==> src/voltage_detect_regs.vh <==
// Register offsets, field positions, reset values and timing for the voltage detector
`ifndef VOLTAGE_DETECT_REGS_VH
`define VOLTAGE_DETECT_REGS_VH

// Byte addresses of the registers on the AXI4-Lite bus
`define VD_CONTROL_ADDR        8'h00
`define VD_FLAG_ADDR           8'h04
`define VD_ENABLE_ADDR         8'h08
`define VD_PRIORITY_ADDR       8'h0C
`define VD_INTCTL_ADDR         8'h10
`define VD_IRQ_STATUS_ADDR     8'h14
`define VD_IRQ_MASK_ADDR       8'h18

// Control register fields
`define VD_DIR_BIT             7
`define VD_UNUSED_BIT          6
`define VD_STABLE_BIT          5
`define VD_ENABLE_BIT          4
`define VD_LEVEL_MSB           3
`define VD_LEVEL_LSB           0
`define VD_LEVEL_EXTERNAL      4'hF

// Flag, enable and priority position in the second peripheral registers
`define VD_EVENT_BIT           2
// Global enable position in the interrupt control register
`define VD_GLOBAL_BIT          7

// Control reset value: detector off, level 0101
`define VD_CONTROL_RESET       8'h05

// Status / mask bits of the block interrupt register
`define VD_IRQ_EVENT_BIT       0
`define VD_IRQ_STABLE_BIT      1

// Reference settle time in ns and clock period in ns
`define VD_SETTLE_NS           20000
`define VD_CLK_PERIOD_NS       40

`endif

==> src/sync_two_flop.v <==
// Two flip-flop synchroniser for a level from outside the clock domain
`timescale 1ns/100ps
`default_nettype none

module sync_two_flop
(
    input  wire clk_i,
    input  wire rst_b_i,
    input  wire async_i,
    output wire sync_o
);

    reg meta_q;
    reg sync_q;

    // First stage feeds only the second stage
    always @(posedge clk_i or negedge rst_b_i)
    begin
        if (!rst_b_i)
        begin
            meta_q <= 1'b0;
            sync_q <= 1'b0;
        end
        else
        begin
            meta_q <= async_i;
            sync_q <= meta_q;
        end
    end

    assign sync_o = sync_q;

endmodule
`default_nettype wire

==> src/settle_timer.v <==
// Reference settle timer: counts a fixed interval after every enable
`timescale 1ns/100ps
`default_nettype none

module settle_timer
#(
    parameter CYCLES = 500,
    parameter WIDTH  = 16
)
(
    input  wire clk_i,
    input  wire rst_b_i,
    input  wire enable_i,
    output wire stable_o
);

    reg [WIDTH-1:0] count_q;
    reg             stable_q;

    // Restarts from zero whenever the detector is off, so every enable waits again
    always @(posedge clk_i or negedge rst_b_i)
    begin
        if (!rst_b_i)
        begin
            count_q  <= {WIDTH{1'b0}};
            stable_q <= 1'b0;
        end
        else if (!enable_i)
        begin
            count_q  <= {WIDTH{1'b0}};
            stable_q <= 1'b0;
        end
        else if (count_q >= CYCLES[WIDTH-1:0] - 1'b1)
        begin
            stable_q <= 1'b1;
        end
        else
        begin
            count_q <= count_q + 1'b1;
        end
    end

    assign stable_o = stable_q;

endmodule
`default_nettype wire

==> src/voltage_detect.v <==
// Supply voltage detector control, event flag and AXI4-Lite register slave
// Operation
// - Direction bit 1 flags rise to or above trip; 0 flags fall to or below.
// - Control bit 6 is unimplemented and reads zero.
// - Bit 5 reads 1 once the reference is stable, read-only.
// - Enable bit 4 powers the detector on when 1, off when 0.
// - No event after any enable until the reference is stable.
// - Level field bits 3..0 pick one of 16 trip points, 0000 lowest.
// - Level 1111 takes the comparator input from the external trip pin.
// - A crossing in the chosen direction sets the voltage event flag.
// - Flag at bit 2 of flag register, enable bit 2, global enable bit 7.
// - Settle interval is a fixed time, crossings during it may be missed.
// - Detector works in sleep; a crossing sets flag and, with the event enable set, wakes the device.
// - Any reset returns the control register to reset, detector disabled.
`timescale 1ns/100ps
`default_nettype none
`include "voltage_detect_regs.vh"

module voltage_detect
#(
    parameter SETTLE_CYCLES = (`VD_SETTLE_NS + `VD_CLK_PERIOD_NS - 1) / `VD_CLK_PERIOD_NS
)
(
    input  wire        clk_i,
    input  wire        rst_b_i,
    // AXI4-Lite slave
    input  wire [7:0]  s_axi_awaddr,
    input  wire        s_axi_awvalid,
    output reg         s_axi_awready,
    input  wire [31:0] s_axi_wdata,
    input  wire [3:0]  s_axi_wstrb,
    input  wire        s_axi_wvalid,
    output reg         s_axi_wready,
    output reg  [1:0]  s_axi_bresp,
    output reg         s_axi_bvalid,
    input  wire        s_axi_bready,
    input  wire [7:0]  s_axi_araddr,
    input  wire        s_axi_arvalid,
    output reg         s_axi_arready,
    output reg  [31:0] s_axi_rdata,
    output reg  [1:0]  s_axi_rresp,
    output reg         s_axi_rvalid,
    input  wire        s_axi_rready,
    // Analog comparator side
    input  wire        supply_above_trip_i,
    input  wire        sleep_i,
    output reg         detector_power_o,
    output reg  [3:0]  trip_level_select_o,
    output reg         external_trip_input_sel_o,
    // Interrupt side
    output reg         voltage_irq_o,
    output reg         voltage_irq_priority_o,
    output reg         wake_o,
    output reg         irq_o
);

    localparam [1:0] RESP_OKAY   = 2'b00;
    localparam [1:0] RESP_SLVERR = 2'b10;

    // Reset image of the control register, so each field takes its own bits
    localparam [7:0] CONTROL_RESET = `VD_CONTROL_RESET;

    // Registers
    reg         direction_select_q;
    reg         detector_enable_q;
    reg  [3:0]  trip_level_select_q;
    reg         voltage_event_flag_q;
    reg         voltage_event_irq_enable_q;
    reg         voltage_event_priority_q;
    reg         global_irq_enable_q;
    reg  [1:0]  irq_status_q;
    reg  [1:0]  irq_mask_q;
    reg         cross_q;
    reg         stable_q;

    // Bus capture
    reg         aw_held_q;
    reg  [7:0]  aw_addr_q;
    reg         w_held_q;
    reg  [31:0] w_data_q;
    reg  [3:0]  w_strb_q;

    wire        compare_sync;
    wire        stable;
    wire        crossing;
    wire        event_set;
    wire        stable_rise;
    wire        wr_fire;
    wire        wr_byte0;
    wire [7:0]  wbyte;
    wire [7:0]  control_view;
    reg  [31:0] rd_data;
    reg         rd_ok;
    reg         wr_ok;

    // Comparator output is asynchronous to the bus clock
    sync_two_flop u_sync
    (
        .clk_i   (clk_i),
        .rst_b_i (rst_b_i),
        .async_i (supply_above_trip_i),
        .sync_o  (compare_sync)
    );

    // Settle timing comes from a fixed time, not from the detector's clock
    settle_timer #(.CYCLES(SETTLE_CYCLES), .WIDTH(16)) u_settle
    (
        .clk_i    (clk_i),
        .rst_b_i  (rst_b_i),
        .enable_i (detector_enable_q),
        .stable_o (stable)
    );

    // Crossing test: direction 1 takes the comparator's at-or-above-trip level, direction 0 its inverse
    assign crossing  = direction_select_q ? compare_sync : ~compare_sync;
    // Qualified only once stable; sleep does not gate it
    assign event_set = detector_enable_q & stable & crossing & ~cross_q;
    assign stable_rise = stable & ~stable_q;

    // A write fires once both halves are held and the previous answer is gone;
    // holding back on bvalid stops a second write from overtaking an unread response
    assign wr_fire  = aw_held_q & w_held_q & ~s_axi_bvalid;
    assign wr_byte0 = wr_fire & w_strb_q[0];
    assign wbyte    = w_data_q[7:0];

    // Bit 6 forced low, bit 5 is live stability
    assign control_view = {direction_select_q, 1'b0, stable, detector_enable_q,
                           trip_level_select_q};

    // Edge memory: one event per crossing, not one per cycle while beyond trip
    // Limitation: an excursion shorter than one clock may be lost in the synchroniser
    always @(posedge clk_i or negedge rst_b_i)
    begin
        if (!rst_b_i)
        begin
            cross_q  <= 1'b0;
            stable_q <= 1'b0;
        end
        else
        begin
            cross_q  <= detector_enable_q & stable & crossing;
            stable_q <= stable;
        end
    end

    // Write address and data are caught separately, in either order
    always @(posedge clk_i or negedge rst_b_i)
    begin
        if (!rst_b_i)
        begin
            aw_held_q     <= 1'b0;
            aw_addr_q     <= 8'h00;
            w_held_q      <= 1'b0;
            w_data_q      <= 32'h0000_0000;
            w_strb_q      <= 4'h0;
            s_axi_awready <= 1'b0;
            s_axi_wready  <= 1'b0;
            s_axi_bvalid  <= 1'b0;
            s_axi_bresp   <= RESP_OKAY;
        end
        else
        begin
            s_axi_awready <= ~aw_held_q & ~s_axi_awready & s_axi_awvalid;
            s_axi_wready  <= ~w_held_q & ~s_axi_wready & s_axi_wvalid;
            if (s_axi_awvalid && s_axi_awready)
            begin
                aw_held_q <= 1'b1;
                aw_addr_q <= s_axi_awaddr;
            end
            if (s_axi_wvalid && s_axi_wready)
            begin
                w_held_q <= 1'b1;
                w_data_q <= s_axi_wdata;
                w_strb_q <= s_axi_wstrb;
            end
            if (wr_fire)
            begin
                aw_held_q    <= 1'b0;
                w_held_q     <= 1'b0;
                s_axi_bvalid <= 1'b1;
                s_axi_bresp  <= wr_ok ? RESP_OKAY : RESP_SLVERR;
            end
            else if (s_axi_bvalid && s_axi_bready)
            begin
                s_axi_bvalid <= 1'b0;
            end
        end
    end

    // Address decode for writes
    always @*
    begin
        case (aw_addr_q)
            `VD_CONTROL_ADDR, `VD_FLAG_ADDR, `VD_ENABLE_ADDR, `VD_PRIORITY_ADDR,
            `VD_INTCTL_ADDR, `VD_IRQ_STATUS_ADDR, `VD_IRQ_MASK_ADDR: wr_ok = 1'b1;
            default: wr_ok = 1'b0;
        endcase
    end

    // Software-written registers; reset leaves the detector disabled
    always @(posedge clk_i or negedge rst_b_i)
    begin
        if (!rst_b_i)
        begin
            direction_select_q         <= CONTROL_RESET[`VD_DIR_BIT];
            detector_enable_q          <= CONTROL_RESET[`VD_ENABLE_BIT];
            trip_level_select_q        <= CONTROL_RESET[`VD_LEVEL_MSB:`VD_LEVEL_LSB];
            voltage_event_irq_enable_q <= 1'b0;
            voltage_event_priority_q   <= 1'b0;
            global_irq_enable_q        <= 1'b0;
            irq_mask_q                 <= 2'b00;
        end
        else if (wr_byte0)
        begin
            case (aw_addr_q)
                `VD_CONTROL_ADDR:
                begin
                    direction_select_q  <= wbyte[`VD_DIR_BIT];
                    detector_enable_q   <= wbyte[`VD_ENABLE_BIT];
                    trip_level_select_q <= wbyte[`VD_LEVEL_MSB:`VD_LEVEL_LSB];
                end
                `VD_ENABLE_ADDR:   voltage_event_irq_enable_q <= wbyte[`VD_EVENT_BIT];
                `VD_PRIORITY_ADDR: voltage_event_priority_q   <= wbyte[`VD_EVENT_BIT];
                `VD_INTCTL_ADDR:   global_irq_enable_q        <= wbyte[`VD_GLOBAL_BIT];
                `VD_IRQ_MASK_ADDR: irq_mask_q                 <= wbyte[1:0];
                default:           irq_mask_q                 <= irq_mask_q;
            endcase
        end
    end

    // Event flag is sticky; a new event in the clearing cycle wins
    always @(posedge clk_i or negedge rst_b_i)
    begin
        if (!rst_b_i)
        begin
            voltage_event_flag_q <= 1'b0;
        end
        else if (event_set)
        begin
            voltage_event_flag_q <= 1'b1;
        end
        else if (wr_byte0 && aw_addr_q == `VD_FLAG_ADDR && !wbyte[`VD_EVENT_BIT])
        begin
            voltage_event_flag_q <= 1'b0;
        end
    end

    // Block interrupt status: event and stable-reached, write one to clear
    always @(posedge clk_i or negedge rst_b_i)
    begin
        if (!rst_b_i)
        begin
            irq_status_q <= 2'b00;
        end
        else
        begin
            irq_status_q[`VD_IRQ_EVENT_BIT] <= event_set |
                (irq_status_q[`VD_IRQ_EVENT_BIT] & ~(wr_byte0 &
                (aw_addr_q == `VD_IRQ_STATUS_ADDR) & wbyte[`VD_IRQ_EVENT_BIT]));
            irq_status_q[`VD_IRQ_STABLE_BIT] <= stable_rise |
                (irq_status_q[`VD_IRQ_STABLE_BIT] & ~(wr_byte0 &
                (aw_addr_q == `VD_IRQ_STATUS_ADDR) & wbyte[`VD_IRQ_STABLE_BIT]));
        end
    end

    // Read mux
    // Address is used live: the master holds it steady until arready
    always @*
    begin
        rd_data = 32'h0000_0000;
        rd_ok   = 1'b1;
        case (s_axi_araddr)
            `VD_CONTROL_ADDR:    rd_data[7:0] = control_view;
            `VD_FLAG_ADDR:       rd_data[`VD_EVENT_BIT] = voltage_event_flag_q;
            `VD_ENABLE_ADDR:     rd_data[`VD_EVENT_BIT] = voltage_event_irq_enable_q;
            `VD_PRIORITY_ADDR:   rd_data[`VD_EVENT_BIT] = voltage_event_priority_q;
            `VD_INTCTL_ADDR:     rd_data[`VD_GLOBAL_BIT] = global_irq_enable_q;
            `VD_IRQ_STATUS_ADDR: rd_data[1:0] = irq_status_q;
            `VD_IRQ_MASK_ADDR:   rd_data[1:0] = irq_mask_q;
            default:             rd_ok = 1'b0;
        endcase
    end

    // Read channel: address taken one cycle, data the next
    always @(posedge clk_i or negedge rst_b_i)
    begin
        if (!rst_b_i)
        begin
            s_axi_arready <= 1'b0;
            s_axi_rvalid  <= 1'b0;
            s_axi_rdata   <= 32'h0000_0000;
            s_axi_rresp   <= RESP_OKAY;
        end
        else
        begin
            s_axi_arready <= ~s_axi_arready & ~s_axi_rvalid & s_axi_arvalid;
            if (s_axi_arvalid && s_axi_arready)
            begin
                s_axi_rvalid <= 1'b1;
                s_axi_rdata  <= rd_data;
                s_axi_rresp  <= rd_ok ? RESP_OKAY : RESP_SLVERR;
            end
            else if (s_axi_rvalid && s_axi_rready)
            begin
                s_axi_rvalid <= 1'b0;
            end
        end
    end

    // Outputs, all registered
    // One cycle of lag is traded for glitch-free levels towards the analog side
    always @(posedge clk_i or negedge rst_b_i)
    begin
        if (!rst_b_i)
        begin
            detector_power_o          <= 1'b0;
            trip_level_select_o       <= 4'h0;
            external_trip_input_sel_o <= 1'b0;
            voltage_irq_o             <= 1'b0;
            voltage_irq_priority_o    <= 1'b0;
            wake_o                    <= 1'b0;
            irq_o                     <= 1'b0;
        end
        else
        begin
            detector_power_o          <= detector_enable_q;
            trip_level_select_o       <= trip_level_select_q;
            external_trip_input_sel_o <= trip_level_select_q == `VD_LEVEL_EXTERNAL;
            // Vectoring needs both the event enable and the global enable
            voltage_irq_o             <= voltage_event_flag_q & voltage_event_irq_enable_q
                                         & global_irq_enable_q;
            voltage_irq_priority_o    <= voltage_event_priority_q;
            // Wake does not depend on the global enable
            wake_o                    <= sleep_i & voltage_event_flag_q
                                         & voltage_event_irq_enable_q;
            irq_o                     <= |(irq_status_q & irq_mask_q);
        end
    end

endmodule
`default_nettype wire

==> config.mk <==
export PLATFORM = sky130hd
export DESIGN_NAME = voltage_detect
export DESIGN_NICKNAME = d
export VERILOG_FILES = /design/src/sync_two_flop.v /design/src/settle_timer.v /design/src/voltage_detect.v
export VERILOG_INCLUDE_DIRS = /design/src
export SDC_FILE = /design/constraint.sdc
export NUM_CORES = 1
export LEC_CHECK = 0
export ABC_AREA = 1
export BUFFER_PORTS_ARGS = -buffer_cell sky130_fd_sc_hd__buf_2
export CAP_MARGIN = 20
export CORE_MARGIN = 2
export CORE_UTILIZATION = 45
export CTS_BUF_LIST = sky130_fd_sc_hd__clkbuf_2 sky130_fd_sc_hd__clkbuf_4 sky130_fd_sc_hd__clkbuf_8
export CTS_CLUSTER_DIAMETER = 40
export CTS_CLUSTER_SIZE = 25
export DETAILED_ROUTE_END_ITERATION = 12
export HOLD_SLACK_MARGIN = 0.02
export PLACE_DENSITY = 0.75
export SYNTH_ARGS = -nofsm -noshare
export SYNTH_HDL_FRONTEND = slang
export SYNTH_SLANG_ARGS = --single-unit
==> constraint.sdc <==
create_clock -name clk_i -period 1.1 [get_ports clk_i]
set_input_delay 0.055 -clock clk_i [delete_from_list [all_inputs] [get_ports clk_i]]
set_output_delay 0.055 -clock clk_i [all_outputs]
set_load 0.02 [all_outputs]
==> results of run 1 <==
## power groups by stage
| stage | Clock [uW] | Combinational, uW | Sequential, uW |
|---|---|---|---|
| global placement | 0 | 2120 | 3750 |
| floorplan | 0 | 1140 | 3870 |
| detailed placement | 0 | 2180 | 3770 |
| global route | 2610 | 3030 | 3870 |
| finish | 2450 | 2780 | 3810 |
| CTS | 2490 | 2440 | 3750 |
## placed cells by master, fill, tap and decap left out, types with 3 or more instances in the layout
cell type / count
nand2_1: 122
dfrtp_1: 71
buf_2: 55
buf_4: 41
inv_1: 31
nor2_1: 29
conb_1: 27
dlygate4sd3_1: 23
nand3_1: 20
nand3_2: 15
inv_2: 12
o21ai_0: 12
clkbuf_8: 12
nand2_2: 11
o21ai_1: 10
nand4_1: 6
buf_6: 6
nor3b_1: 4
nor2_4: 4
nor2_2: 4
buf_12: 4
nand2_4: 3
dfrtp_2: 3
## metrics by stage
stage,area [um2],total power [uW]
floorplan,3700,5020
global placement,4180,5870
detailed placement,4180,5950
CTS,4760,8670
global route,4910,9500
finish,4910,9040
## sequential cells by signal (all words and copies together), names as in the netlist, 2 cells and up
| signal | count |
|---|---|
| w_data_q | 6 |
| irq_status_q | 2 |
| irq_mask_q | 2 |
| trip_level_select_q | 4 |
| trip_level_select_o | 4 |
| u_settle.count_q | 16 |
| aw_addr_q | 8 |
| s_axi_rdata | 7 |
## per-layer routing
metal | global-route usage [%] | wire length (um) | vias to the layer above
li1 | - | - | 1534
met1 | 25.6 | 3640 | 1425
met4 | 9.08 | 167 | 0
met5 | 0 | 0 | -
met3 | 3.25 | 349 | 13
met2 | 30.9 | 3950 | 97
## worst min-delay path, stage by stage
cell and delay, ps:
buf_2 90, nor2_1 40, nand3_1 60, nor2_1 50, nand2_1 60, a31oi_1 60
## worst paths after layout
check / endpoint / slack, ps / depth (start not counted)
max: trip_level_select_q[1] / -310 / 8
min: s_axi_rdata[7] / 120 / 6
max reg2reg: trip_level_select_q[1] / -310 / 8
min reg2reg: u_sync.sync_o / 380 / 0
max in group asynchronous: trip_level_select_q[0] / 480 / 3
min in group asynchronous: aw_held_q / 270 / 3
## kinds of logic after synthesis
group	after synthesis	share of synthesized area (%)
xor+xnor	2	0.497
fa+ha+maj	1	0.355
buf+inv	79	11.5
compound gates	30	4.68
simple gates	229	28.8
other cells	1	0.106
flops	76	54.0
## area by class of cell
type,count,area (um2),share of cell area (%)
Clock inverter,4,70.1,1.43
Multi-Input combinational cell,290,1500,30.6
Clock buffer,12,165,3.36
Sequential cell,76,1910,38.8
Tap cell,102,128,2.60
Timing Repair Buffer,129,961,19.6
Inverter,46,180,3.67
## what timing repair did
action                                  in CTS  in global routing
endpoints found under the hold margin       96                  0
endpoints found under the setup margin      27                 35
buffers inserted                             6                 10
resized for setup                           15                 29
pin swaps                                    3                  6
hold buffers                                23                  0
gates cloned                                 1                  0
==> metrics.md, run 1 <==
| Metric | Value |
|---|---|
| Wire length of the first global-routing pass | `13100 um` |
| Yosys top cell by area | `dfrtp_1` |
| Drt wl/cell | `~12 um` |
| Post-route insts no fill | `659` |
| Flops & latches, synth | `76` |
| Largest net degree at the start of global routing | `77` |
| Setup slack after placement | `-184 ps` |
| Final Hold Violating Endpoints | `0` |
| Flip-flop cell with the highest count after synthesis | `dfrtp_1` |
| Netlist Area Pre-Place | `3530 um2` |
| Crit path buf inv count | `1` |
| Die Y | `around 93 um` |
| Starting utilization of the core area | `46.1%` |
| Power per cell area | `1840 nW/um2` |
| HPWL after detailed placement | `5220 um` |
| Worst IR drop on VDD | `1.41 mV` |
| Row count | `32` |
| Proportion of netlist area held by the largest area contributor | `a little over half` |
| CORE AREA | `7650 um2` |
| Clock tree from TritonCTS | `done` |
| Crit path from | `aw_addr_q[5]` |
| Count of boundary I/O pins | `112` |
| Most numerous cell in the Yosys netlist | `nand2_1` |
| Largest cells by area after synthesis | `dfrtp_1 (53%), nand2_1 (14%), buf_4 (5.7%)` |
| CP endpoint kind | `flop` |
| Leakage | `0.00259 uW` |
| Most used standard cells in the synthesized netlist | `nand2_1 (132), dfrtp_1 (74), inv_1 (37), nand3_1 (34), nor2_1 (34)` |
| Post-route clock period utilization | `128%` |
| Proportion of synthesized flip-flops having asynchronous set or reset | `between 90% and 100%` |
| Final Hold Slack | `approximately 120 ps` |
| Worst stage delay on the critical path | `approximately 400 ps` |
| Cells along the critical path | `nor2_2 > nand2_2 > nor2_4 > inv_2 > nor2_4 > nand2_4 > nand2_2 > o21ai_1` |
| Setup repair after global routing missed its margin | `true` |
| Cell type group with the largest total delay on the critical path | `simple AND/OR/NAND/NOR gates` |
| Number of antenna violations at the first check in global routing | `0` |
| Maximum frequency from static timing analysis | `711 MHz` |
| Required @ worst endpoint | `1340 ps` |
| Count of port buffers added during placement | `between 50 and 60` |
| CTS buffer count | `9` |
| Final Core Density | `64.3%` |
| Min-Delay Startpoint | `s_axi_araddr[6]` |
| Die Span X | `92.5 um` |
| Synthesized instance count | `~420` |
| Post-detailed-routing wire length | `roughly 8100 um` |
| Growth of design area from synthesis to finish | `39.3%` |
| Clock-pin slew of the registers on the worst-case setup and hold paths | `70 ps` |
| Routability congestion estimate | `a little over 0.8` |
| Worst clock skew | `4.26 ps` |
| Violated checks | `negative setup slack` |
| Number of setup violations in the final report | `27` |
| Status | `finished, violations left` |
| Vias | `3069` |
| Sequential Power Share | `42.1%` |
| Placed cells | `605` |
| Max Slew Vio Count | `0` |
| Worst-path maximum fanout | `5` |
| Routed Antenna Nets | `0` |
| Maximum Capacitance Violations | `0` |
| Clk buf depth | `2` |
| Clk sink count | `between 70 and 80` |
| Critical Setup Path Class | `flop to flop` |
| Average cell area after synthesis | `8.44 um2` |
| Deepest level of the CTS H-tree | `3` |
| Number of enable-type register cells in the synthesized netlist | `0` |
| Combinational Power Share | `around 31%` |
| Routed via count divided by cell count | `4.66` |
| Total congestion overflow | `0` |
| Number of global-route vias before repair | `2855` |
| Synth Warn # | `0` |
| Number of search-and-repair iterations in the first detailed-routing pass | `4` |
| DR DRC count | `0` |
| Switching share of total power | `33.4%` |
| Clock network latency to the later pin of the worst-skew pair | `roughly 340 ps` |
| Post-synthesis cell type count | `34` |
| Number of nets in the layout | `just over 600` |
| Clock power frac | `27.1%` |
| CP max stage cell | `dfrtp_1` |
| Launch instance of the worst register-to-register path | `aw_addr_q[5]` |
| Type of element launching the critical path | `flop` |
| Data arrival time of the worst path | `1640 ps` |
| Post-route worst setup slack | `-307 ps` |
| Number of antenna cells inserted | `0` |
| Layout filler cell count | `590` |
| DRT iter0 DRCs | `204` |
| Part of the Yosys area used for sequential elements | `54.0%` |
| Clock period minus final worst setup slack | `around 1400 ps` |
| Internal power consumption | `6020 uW` |
| Layout cell share with drive strength beyond 1 | `33.9%` |
| Net switching power figure | `3020 uW` |
| All-Layer GR Usage | `19.3%` |
| Final total negative setup slack | `-5110 ps` |
| Class of the tightest hold or removal check | `input pin to flop` |
| Die outline area | `about 8600 um2` |
| Root buffer cell | `clkbuf_8` |
No activity file was read; power rests on OpenSTA's default activity.
==> run 2, diff against run 1 <==
- CTS_BUF_LIST: sky130_fd_sc_hd__clkbuf_2 sky130_fd_sc_hd__clkbuf_4 sky130_fd_sc_hd__clkbuf_8 -> unset
- clock period: 1.1 -> 1.27 ns (I/O delays scaled with it)
==> run 2 against run 1 <==
The flow still finishes with violations (negative setup slack). Register-to-register slack improved by 260 ps. Critical path depth fell by 1. Utilization fell by 4.7 points. Worst hold slack got worse by 35 ps. Final area fell by 7.4%. Worst setup slack improved by 260 ps. Via count fell by 2.1%. Clock skew rose by 4.7 ps. Global-route usage fell by 0.47 points. Clock power fell by 23%. Flip-flop and latch count did not move. Routed wire length fell by 3.8%. Critical endpoint is now voltage_event_irq_enable_q. Highest routed layer unchanged.
==> metrics.md, run 2 (same netlist as run 1, synthesis figures left out) <==
| Metric | Value |
|---|---|
| R2R Setup Slk | `-50 ps (was -310 ps)` |
| Starting utilization of the core area | `46.1% (unchanged)` |
| Number of antenna violations at the first check in global routing | `0 (unchanged)` |
| Routed Antenna Nets | `0 (unchanged)` |
| Leading cell types in the layout, fill and taps excluded | `nand2_1 (130), dfrtp_1 (74), buf_2 (55) (was nand2_1 (122), dfrtp_1 (71), buf_2 (55))` |
| Number of cell instances on the worst register-to-register path | `7 (was 8)` |
| DRT iter0 DRCs | `159 (was 204)` |
| Die Y | `92.5 um (unchanged)` |
| Max reg flops | `16 (unchanged)` |
| Type of element launching the critical path | `flop (unchanged)` |
| Clock tree from TritonCTS | `done (unchanged)` |
| Largest net degree at the start of global routing | `56 (was 77)` |
| Wire length of the first global-routing pass | `12700 um (was 13100 um)` |
| Count of boundary I/O pins | `112 (unchanged)` |
| Clock-pin slew of the registers on the worst-case setup and hold paths | `80 ps (was 70 ps)` |
| Maximum Capacitance Violations | `0 (unchanged)` |
| Most common library cell in the layout ignoring fill and taps | `nand2_1 (unchanged)` |
| Number of antenna cells inserted | `0 (unchanged)` |
| HPWL after detailed placement | `4940 um (was 5220 um)` |
| Setup repair after global routing missed its margin | `true (unchanged)` |
| CTS buffer count | `9 (unchanged)` |
| Post-detailed-routing wire length | `7800 um (was 8110 um)` |
| CORE AREA | `7650 um2 (unchanged)` |
| Vias | `3006 (was 3069)` |
| Clk buf depth | `2 (unchanged)` |
| Number of setup violations in the final report | `7 (was 27)` |
| Critical Setup Path Class | `flop to flop (unchanged)` |
| Post-route insts no fill | `632 (was 659)` |
| Layout cell share with drive strength beyond 1 | `26.0% (was 33.9%)` |
| Routability congestion estimate | `0.799 (was 0.824)` |
| Required @ worst endpoint | `1500 ps (was 1340 ps)` |
| DR DRC count | `0 (unchanged)` |
| Launch instance of the worst register-to-register path | `aw_addr_q[7] (was aw_addr_q[5])` |
| Count of port buffers added during placement | `55 (unchanged)` |
| Violated checks | `negative setup slack (unchanged)` |
| Clk sink count | `76 (unchanged)` |
| Growth of design area from synthesis to finish | `29.1% (was 39.3%)` |
| Post-route clock period utilization | `104% (was 128%)` |
| Worst IR drop on VDD | `1.25 mV (was 1.41 mV)` |
| Clock network latency to the later pin of the worst-skew pair | `350 ps (was 340 ps)` |
| Max Slew Vio Count | `0 (unchanged)` |
| Largest registers in the final layout | `u_settle.count_q: 16 flops, aw_addr_q: 8 flops, s_axi_rdata: 7 flops (unchanged)` |
| All-Layer GR Usage | `18.8% (was 19.3%)` |
| Number of search-and-repair iterations in the first detailed-routing pass | `4 (unchanged)` |
| Drt wl/cell | `12.3 um (about the same)` |
| Final Hold Violating Endpoints | `0 (unchanged)` |
| Status | `finished, violations left (unchanged)` |
| Power per cell area | `1530 nW/um2 (was 1840 nW/um2)` |
| Leakage | `0.00246 uW (was 0.00259 uW)` |
| Deepest level of the CTS H-tree | `3 (unchanged)` |
| Class of the tightest hold or removal check | `input pin to asynchronous set/reset pin (was input pin to flop)` |
| Data arrival time of the worst path | `1540 ps (was 1640 ps)` |
| Die outline area | `8560 um2 (unchanged)` |
| Largest Register | `u_settle.count_q (unchanged)` |
| Number of nets in the layout | `587 (was 614)` |
| Placed cells | `589 (was 605)` |
| Total congestion overflow | `0 (unchanged)` |
| Die Span X | `92.5 um (unchanged)` |
| Maximum frequency from static timing analysis | `759 MHz (was 711 MHz)` |
| Row count | `32 (unchanged)` |
| Post-route worst setup slack | `-46.8 ps (was -307 ps)` |
| Worst-path maximum fanout | `4 (was 5)` |
| Root buffer cell | `clkbuf_8 (unchanged)` |
| Number of global-route vias before repair | `2862 (was 2855)` |
| Routed via count divided by cell count | `4.76 (was 4.66)` |
| Worst r2r dst | `voltage_event_irq_enable_q (was trip_level_select_q[1])` |
| Layout filler cell count | `641 (was 590)` |
| Final Core Density | `59.5% (was 64.3%)` |
| Clock period minus final worst setup slack | `1320 ps (was 1410 ps)` |
| Worst clock skew | `8.92 ps (was 4.26 ps)` |
| CP endpoint kind | `flop (unchanged)` |
## run 2: area by class of cell
class,instances,area [um2],share of cell area (%)
tap,102,128,2.80
clock inverter,4,47.5,1.04
clock buffer,12,155,3.41
multi-input combinational,289,1430,31.4
inverter,46,173,3.79
sequential,76,1900,41.8
timing repair buffer,103,717,15.8
## run 2: worst max path at each step
stage	cells after the start	start	slack, ps	end
floorplan	6	s_axi_bvalid	20	irq_mask_q[0]
global placement	8	u_settle.count_q[0]	-10	u_settle.count_q[1]
detailed placement	8	u_settle.count_q[0]	-70	u_settle.count_q[4]
CTS	9	u_settle.count_q[1]	-10	u_settle.count_q[8]
global route	7	aw_addr_q[7]	-130	voltage_event_irq_enable_q
finish	7	aw_addr_q[7]	-50	voltage_event_irq_enable_q
## run 2: critical path, cell delays in order (launching register included)
cell     delay [ps]
dfrtp_1         410
nor2_2          170
nand2_2         100
nor2_4          100
buf_4           130
nand4_1         120
nand2_1         110
o21ai_1          60
## run 2: per-stage QoR
stage / area, um2 / worst slack [ps] / hold slack [ps] / TNS, ps / power, uW
2_1_floorplan: 3630 / 24.1 / -232 / 0 / 4310
3_3_place_gp: 3970 / -14.8 / -87.6 / -114 / 4840
3_5_place_dp: 3970 / -68.8 / -82.5 / -668 / 4890
4_1_cts: 4440 / -9.54 / 64.7 / -15.4 / 6850
5_1_grt: 4550 / -131 / 89.5 / -2210 / 7330
6_report: 4550 / -46.8 / 87.2 / -73.4 / 6940
## run 2: power breakdown
group	switching (uW)	internal (uW)	leakage, uW
clock	867	1010	0.000102
combinational	1150	658	0.00135
sequential	368	2890	0.00101
## run 2: metal layers
| layer | track usage (%) | share of wire, % | vias to the layer above |
|---|---|---|---|
| li1 | - | - | 1476 |
| met4 | 7.96 | 2.3 | 0 |
| met5 | 0 | 0 | - |
| met1 | 23.0 | 41 | 1422 |
| met2 | 31.8 | 51 | 92 |
| met3 | 4.56 | 5.3 | 16 |
## run 2: timing repair
| item | 4_1_cts | 5_1_grt |
|---|---|---|
| endpoints found under the hold margin | 96 | 0 |
| gates resized for setup | 9 | 19 |
| buffers inserted | 0 | 4 |
| endpoints found under the setup margin | 16 | 26 |
| pin swaps | 3 | 8 |
| hold buffers | 23 | 0 |
==> run 3, diff against run 2 <==
- PLACE_DENSITY: 0.75 -> 0.85
==> run 3 against run 2 <==
Clock power rose by 20%. The flow still finishes with violations (negative setup slack). Sequential power barely moved. Fmax rose by 1.8%. Combinational power barely moved. Largest power group unchanged.
==> metrics.md, run 3 (same netlist as run 1, synthesis figures left out) <==
| Metric | Value |
|---|---|
| Number of antenna cells inserted | `0 (unchanged)` |
| Status | `finished, violations left (unchanged)` |
| DR DRC count | `0 (unchanged)` |
| Most common library cell in the layout ignoring fill and taps | `nand2_1 (unchanged)` |
| Starting utilization of the core area | `46.1% (unchanged)` |
| Routed via count divided by cell count | `4.66 (was 4.76)` |
| Number of search-and-repair iterations in the first detailed-routing pass | `4 (unchanged)` |
| Worst-path maximum fanout | `7 (was 4)` |
| Max Slew Vio Count | `0 (unchanged)` |
| Min-Delay Startpoint | `s_axi_araddr[6]` |
| Leading cell types in the layout, fill and taps excluded | `nand2_1 (126), dfrtp_1 (74), buf_2 (55) (was nand2_1 (130), dfrtp_1 (74), buf_2 (55))` |
| Post-route worst setup slack | `-23.8 ps (was -46.8 ps)` |
| Hold Path Depth | `6` |
| CORE AREA | `7650 um2 (unchanged)` |
| Launch instance of the worst register-to-register path | `u_settle.count_q[1] (was aw_addr_q[7])` |
| Data arrival time of the worst path | `1530 ps (was 1540 ps)` |
| Most frequent CP cell | `nand2_1` |
| Largest Register | `u_settle.count_q (unchanged)` |
| Routability congestion estimate | `0.814 (was 0.799)` |
| HPWL after detailed placement | `5200 um (was 4940 um)` |
| Cells along the critical path | `ha_4 > inv_1 > nand2_1 > nand3_2 > nand2_4 > buf_6 > nand3_1 > nand2_1 (was nor2_2 > nand2_2 > nor2_4 > buf_4 > nand4_1 > nand2_1 > o21ai_1)` |
| Clk buf depth | `2 (unchanged)` |
| Clk sink count | `76 (unchanged)` |
| Post-route clock period utilization | `102% (was 104%)` |
| Worst-margin pin slew | `between 500 and 600 ps` |
| Max reg flops | `16 (unchanged)` |
| Worst stage delay on the critical path | `420 ps (was 410 ps)` |
| Die Span X | `92.5 um (unchanged)` |
| Number of setup violations in the final report | `6 (was 7)` |
| Row count | `32 (unchanged)` |
| Layout cell share with drive strength beyond 1 | `26.7% (was 26.0%)` |
| Leakage | `0.00247 uW (was 0.00246 uW)` |
| Maximum frequency from static timing analysis | `773 MHz (was 759 MHz)` |
| Count of port buffers added during placement | `55 (unchanged)` |
| Growth of design area from synthesis to finish | `31.4% (was 29.1%)` |
| Worst max-slew margin expressed relative to the limit | `60.8%` |
| Worst clock skew | `6.21 ps (was 8.92 ps)` |
| Number of antenna violations at the first check in global routing | `0 (unchanged)` |
| Clock tree from TritonCTS | `done (unchanged)` |
| All-Layer GR Usage | `18.9% (was 18.8%)` |
| Clock period minus final worst setup slack | `1290 ps (was 1320 ps)` |
| Largest registers in the final layout | `u_settle.count_q: 16 flops, aw_addr_q: 8 flops, s_axi_rdata: 7 flops (unchanged)` |
| Total stage count of the critical path | `8 (was 7)` |
| Placed instance area | `3980 um2 (was 3970 um2)` |
| Total congestion overflow | `0 (unchanged)` |
| Required @ worst endpoint | `1500 ps (about the same)` |
| Cell type group with the largest total delay on the critical path | `flip-flops (was simple AND/OR/NAND/NOR gates)` |
| Crit path from | `u_settle.count_q[1] (was aw_addr_q[7])` |
| CP max stage cell | `dfrtp_1 (unchanged)` |
| Worst IR drop on VDD | `1.14 mV (was 1.25 mV)` |
| Final Power | `7320 uW (was 6940 uW)` |
| Largest net degree at the start of global routing | `47 (was 56)` |
| Root buffer cell | `clkbuf_8 (unchanged)` |
| CP endpoint kind | `flop (unchanged)` |
| Final Hold Violating Endpoints | `0 (unchanged)` |
| Deepest level of the CTS H-tree | `3 (unchanged)` |
| Clock-pin slew of the registers on the worst-case setup and hold paths | `80 ps (about the same)` |
| Class of the tightest hold or removal check | `input pin to flop (was input pin to asynchronous set/reset pin)` |
| Vias | `2966 (was 3006)` |
| Type of element launching the critical path | `flop (unchanged)` |
| Design Area, Final | `4640 um2 (was 4550 um2)` |
| DRT iter0 DRCs | `213 (was 159)` |
| Number of nets in the layout | `592 (was 587)` |
| Clock network latency to the later pin of the worst-skew pair | `340 ps (was 350 ps)` |
| Wire length of the first global-routing pass | `12700 um (about the same)` |
| Number of cell instances on the worst register-to-register path | `8 (was 7)` |
| Maximum Capacitance Violations | `0 (unchanged)` |
| Drt wl/cell | `12.0 um (was 12.3 um)` |
| Setup repair after global routing missed its margin | `true (unchanged)` |
| Die Y | `92.5 um (unchanged)` |
| Number of global-route vias before repair | `2880 (was 2862)` |
| Final Core Density | `60.6% (was 59.5%)` |
| Post-detailed-routing wire length | `7640 um (was 7800 um)` |
| Routed Antenna Nets | `0 (unchanged)` |
| Critical Setup Path Class | `flop to flop (unchanged)` |
| Violated checks | `negative setup slack (unchanged)` |
| Power per cell area | `1580 nW/um2 (was 1530 nW/um2)` |
| Die outline area | `8560 um2 (unchanged)` |
| Setup slack after placement | `-96.9 ps (was -68.8 ps)` |
| CTS buffer count | `9 (unchanged)` |
| Count of boundary I/O pins | `112 (unchanged)` |
| Crit path buf inv count | `2 (was 1)` |
## run 3: cell types whose count changed in the layout (fill, tap and decap cells not counted), moves of 2 or more
cell       previous run  this run
nand3_2              11         4
buf_4                21        26
nand2_2               3         8
inv_1                36        34
nand3_1              24        30
nand2_1             130       126
bufinv_16             1         3
## run 3: path summary, 6_finish.rpt
check | slack (ps) | end
min in group asynchronous | 280 | s_axi_rdata[5]
worst max-delay path | -20 | u_settle.count_q[3]
max in group asynchronous | 500 | u_settle.count_q[0]
worst max register to register | -20 | u_settle.count_q[3]
worst min-delay path | 140 | s_axi_rdata[7]
worst min register to register | 360 | u_sync.sync_o
## run 3: layout make-up
| class | instances | area, um2 |
|---|---|---|
| fillers | 640 | 3010 |
| flip-flops and latches | 76 | 1900 |
| multi-input cells | 290 | 1440 |
| repair buffers | 107 | 743 |
| inverters | 46 | 176 |
| clock buffers | 10 | 138 |
| well taps | 102 | 128 |
| clock inverters | 6 | 111 |
## run 3: stage by stage
step,setup TNS (ps),hold WS [ps],cells
finish,-67.5,136,637
global route,-1270,171,637
CTS,-1.19,115,631
detailed placement,-877,126,590
global placement,-261,115,590
floorplan,0,-232,444
## run 3: what timing repair did
| item | 4_1_cts | 5_1_grt |
|---|---|---|
| setup endpoints to repair | 16 | 24 |
| setup buffers | 2 | 5 |
| cloned | 0 | 1 |
| pin swaps | 4 | 7 |
| gates resized for setup | 12 | 17 |
| hold endpoints to repair | 96 | 0 |
| hold buffers | 23 | 0 |
## run 3: where the power goes
part	switching (uW)	internal [uW]
Sequential	353	2890
Clock	887	1360
Combinational	1150	676
## run 3: metal layers
layer	track usage (%)	routed length (um)	part of all wire (%)
met3	4.15	369	4.8
met5	0	0	0
met4	7.09	116	1.5
met1	23.7	3370	44
met2	32.0	3790	50
## run 3: worst min-delay path: stages
cell	delay [ps]
buf_2	90
nor2_1	40
nand3_1	70
nor2_1	50
nand2_1	60
a31oi_1	70
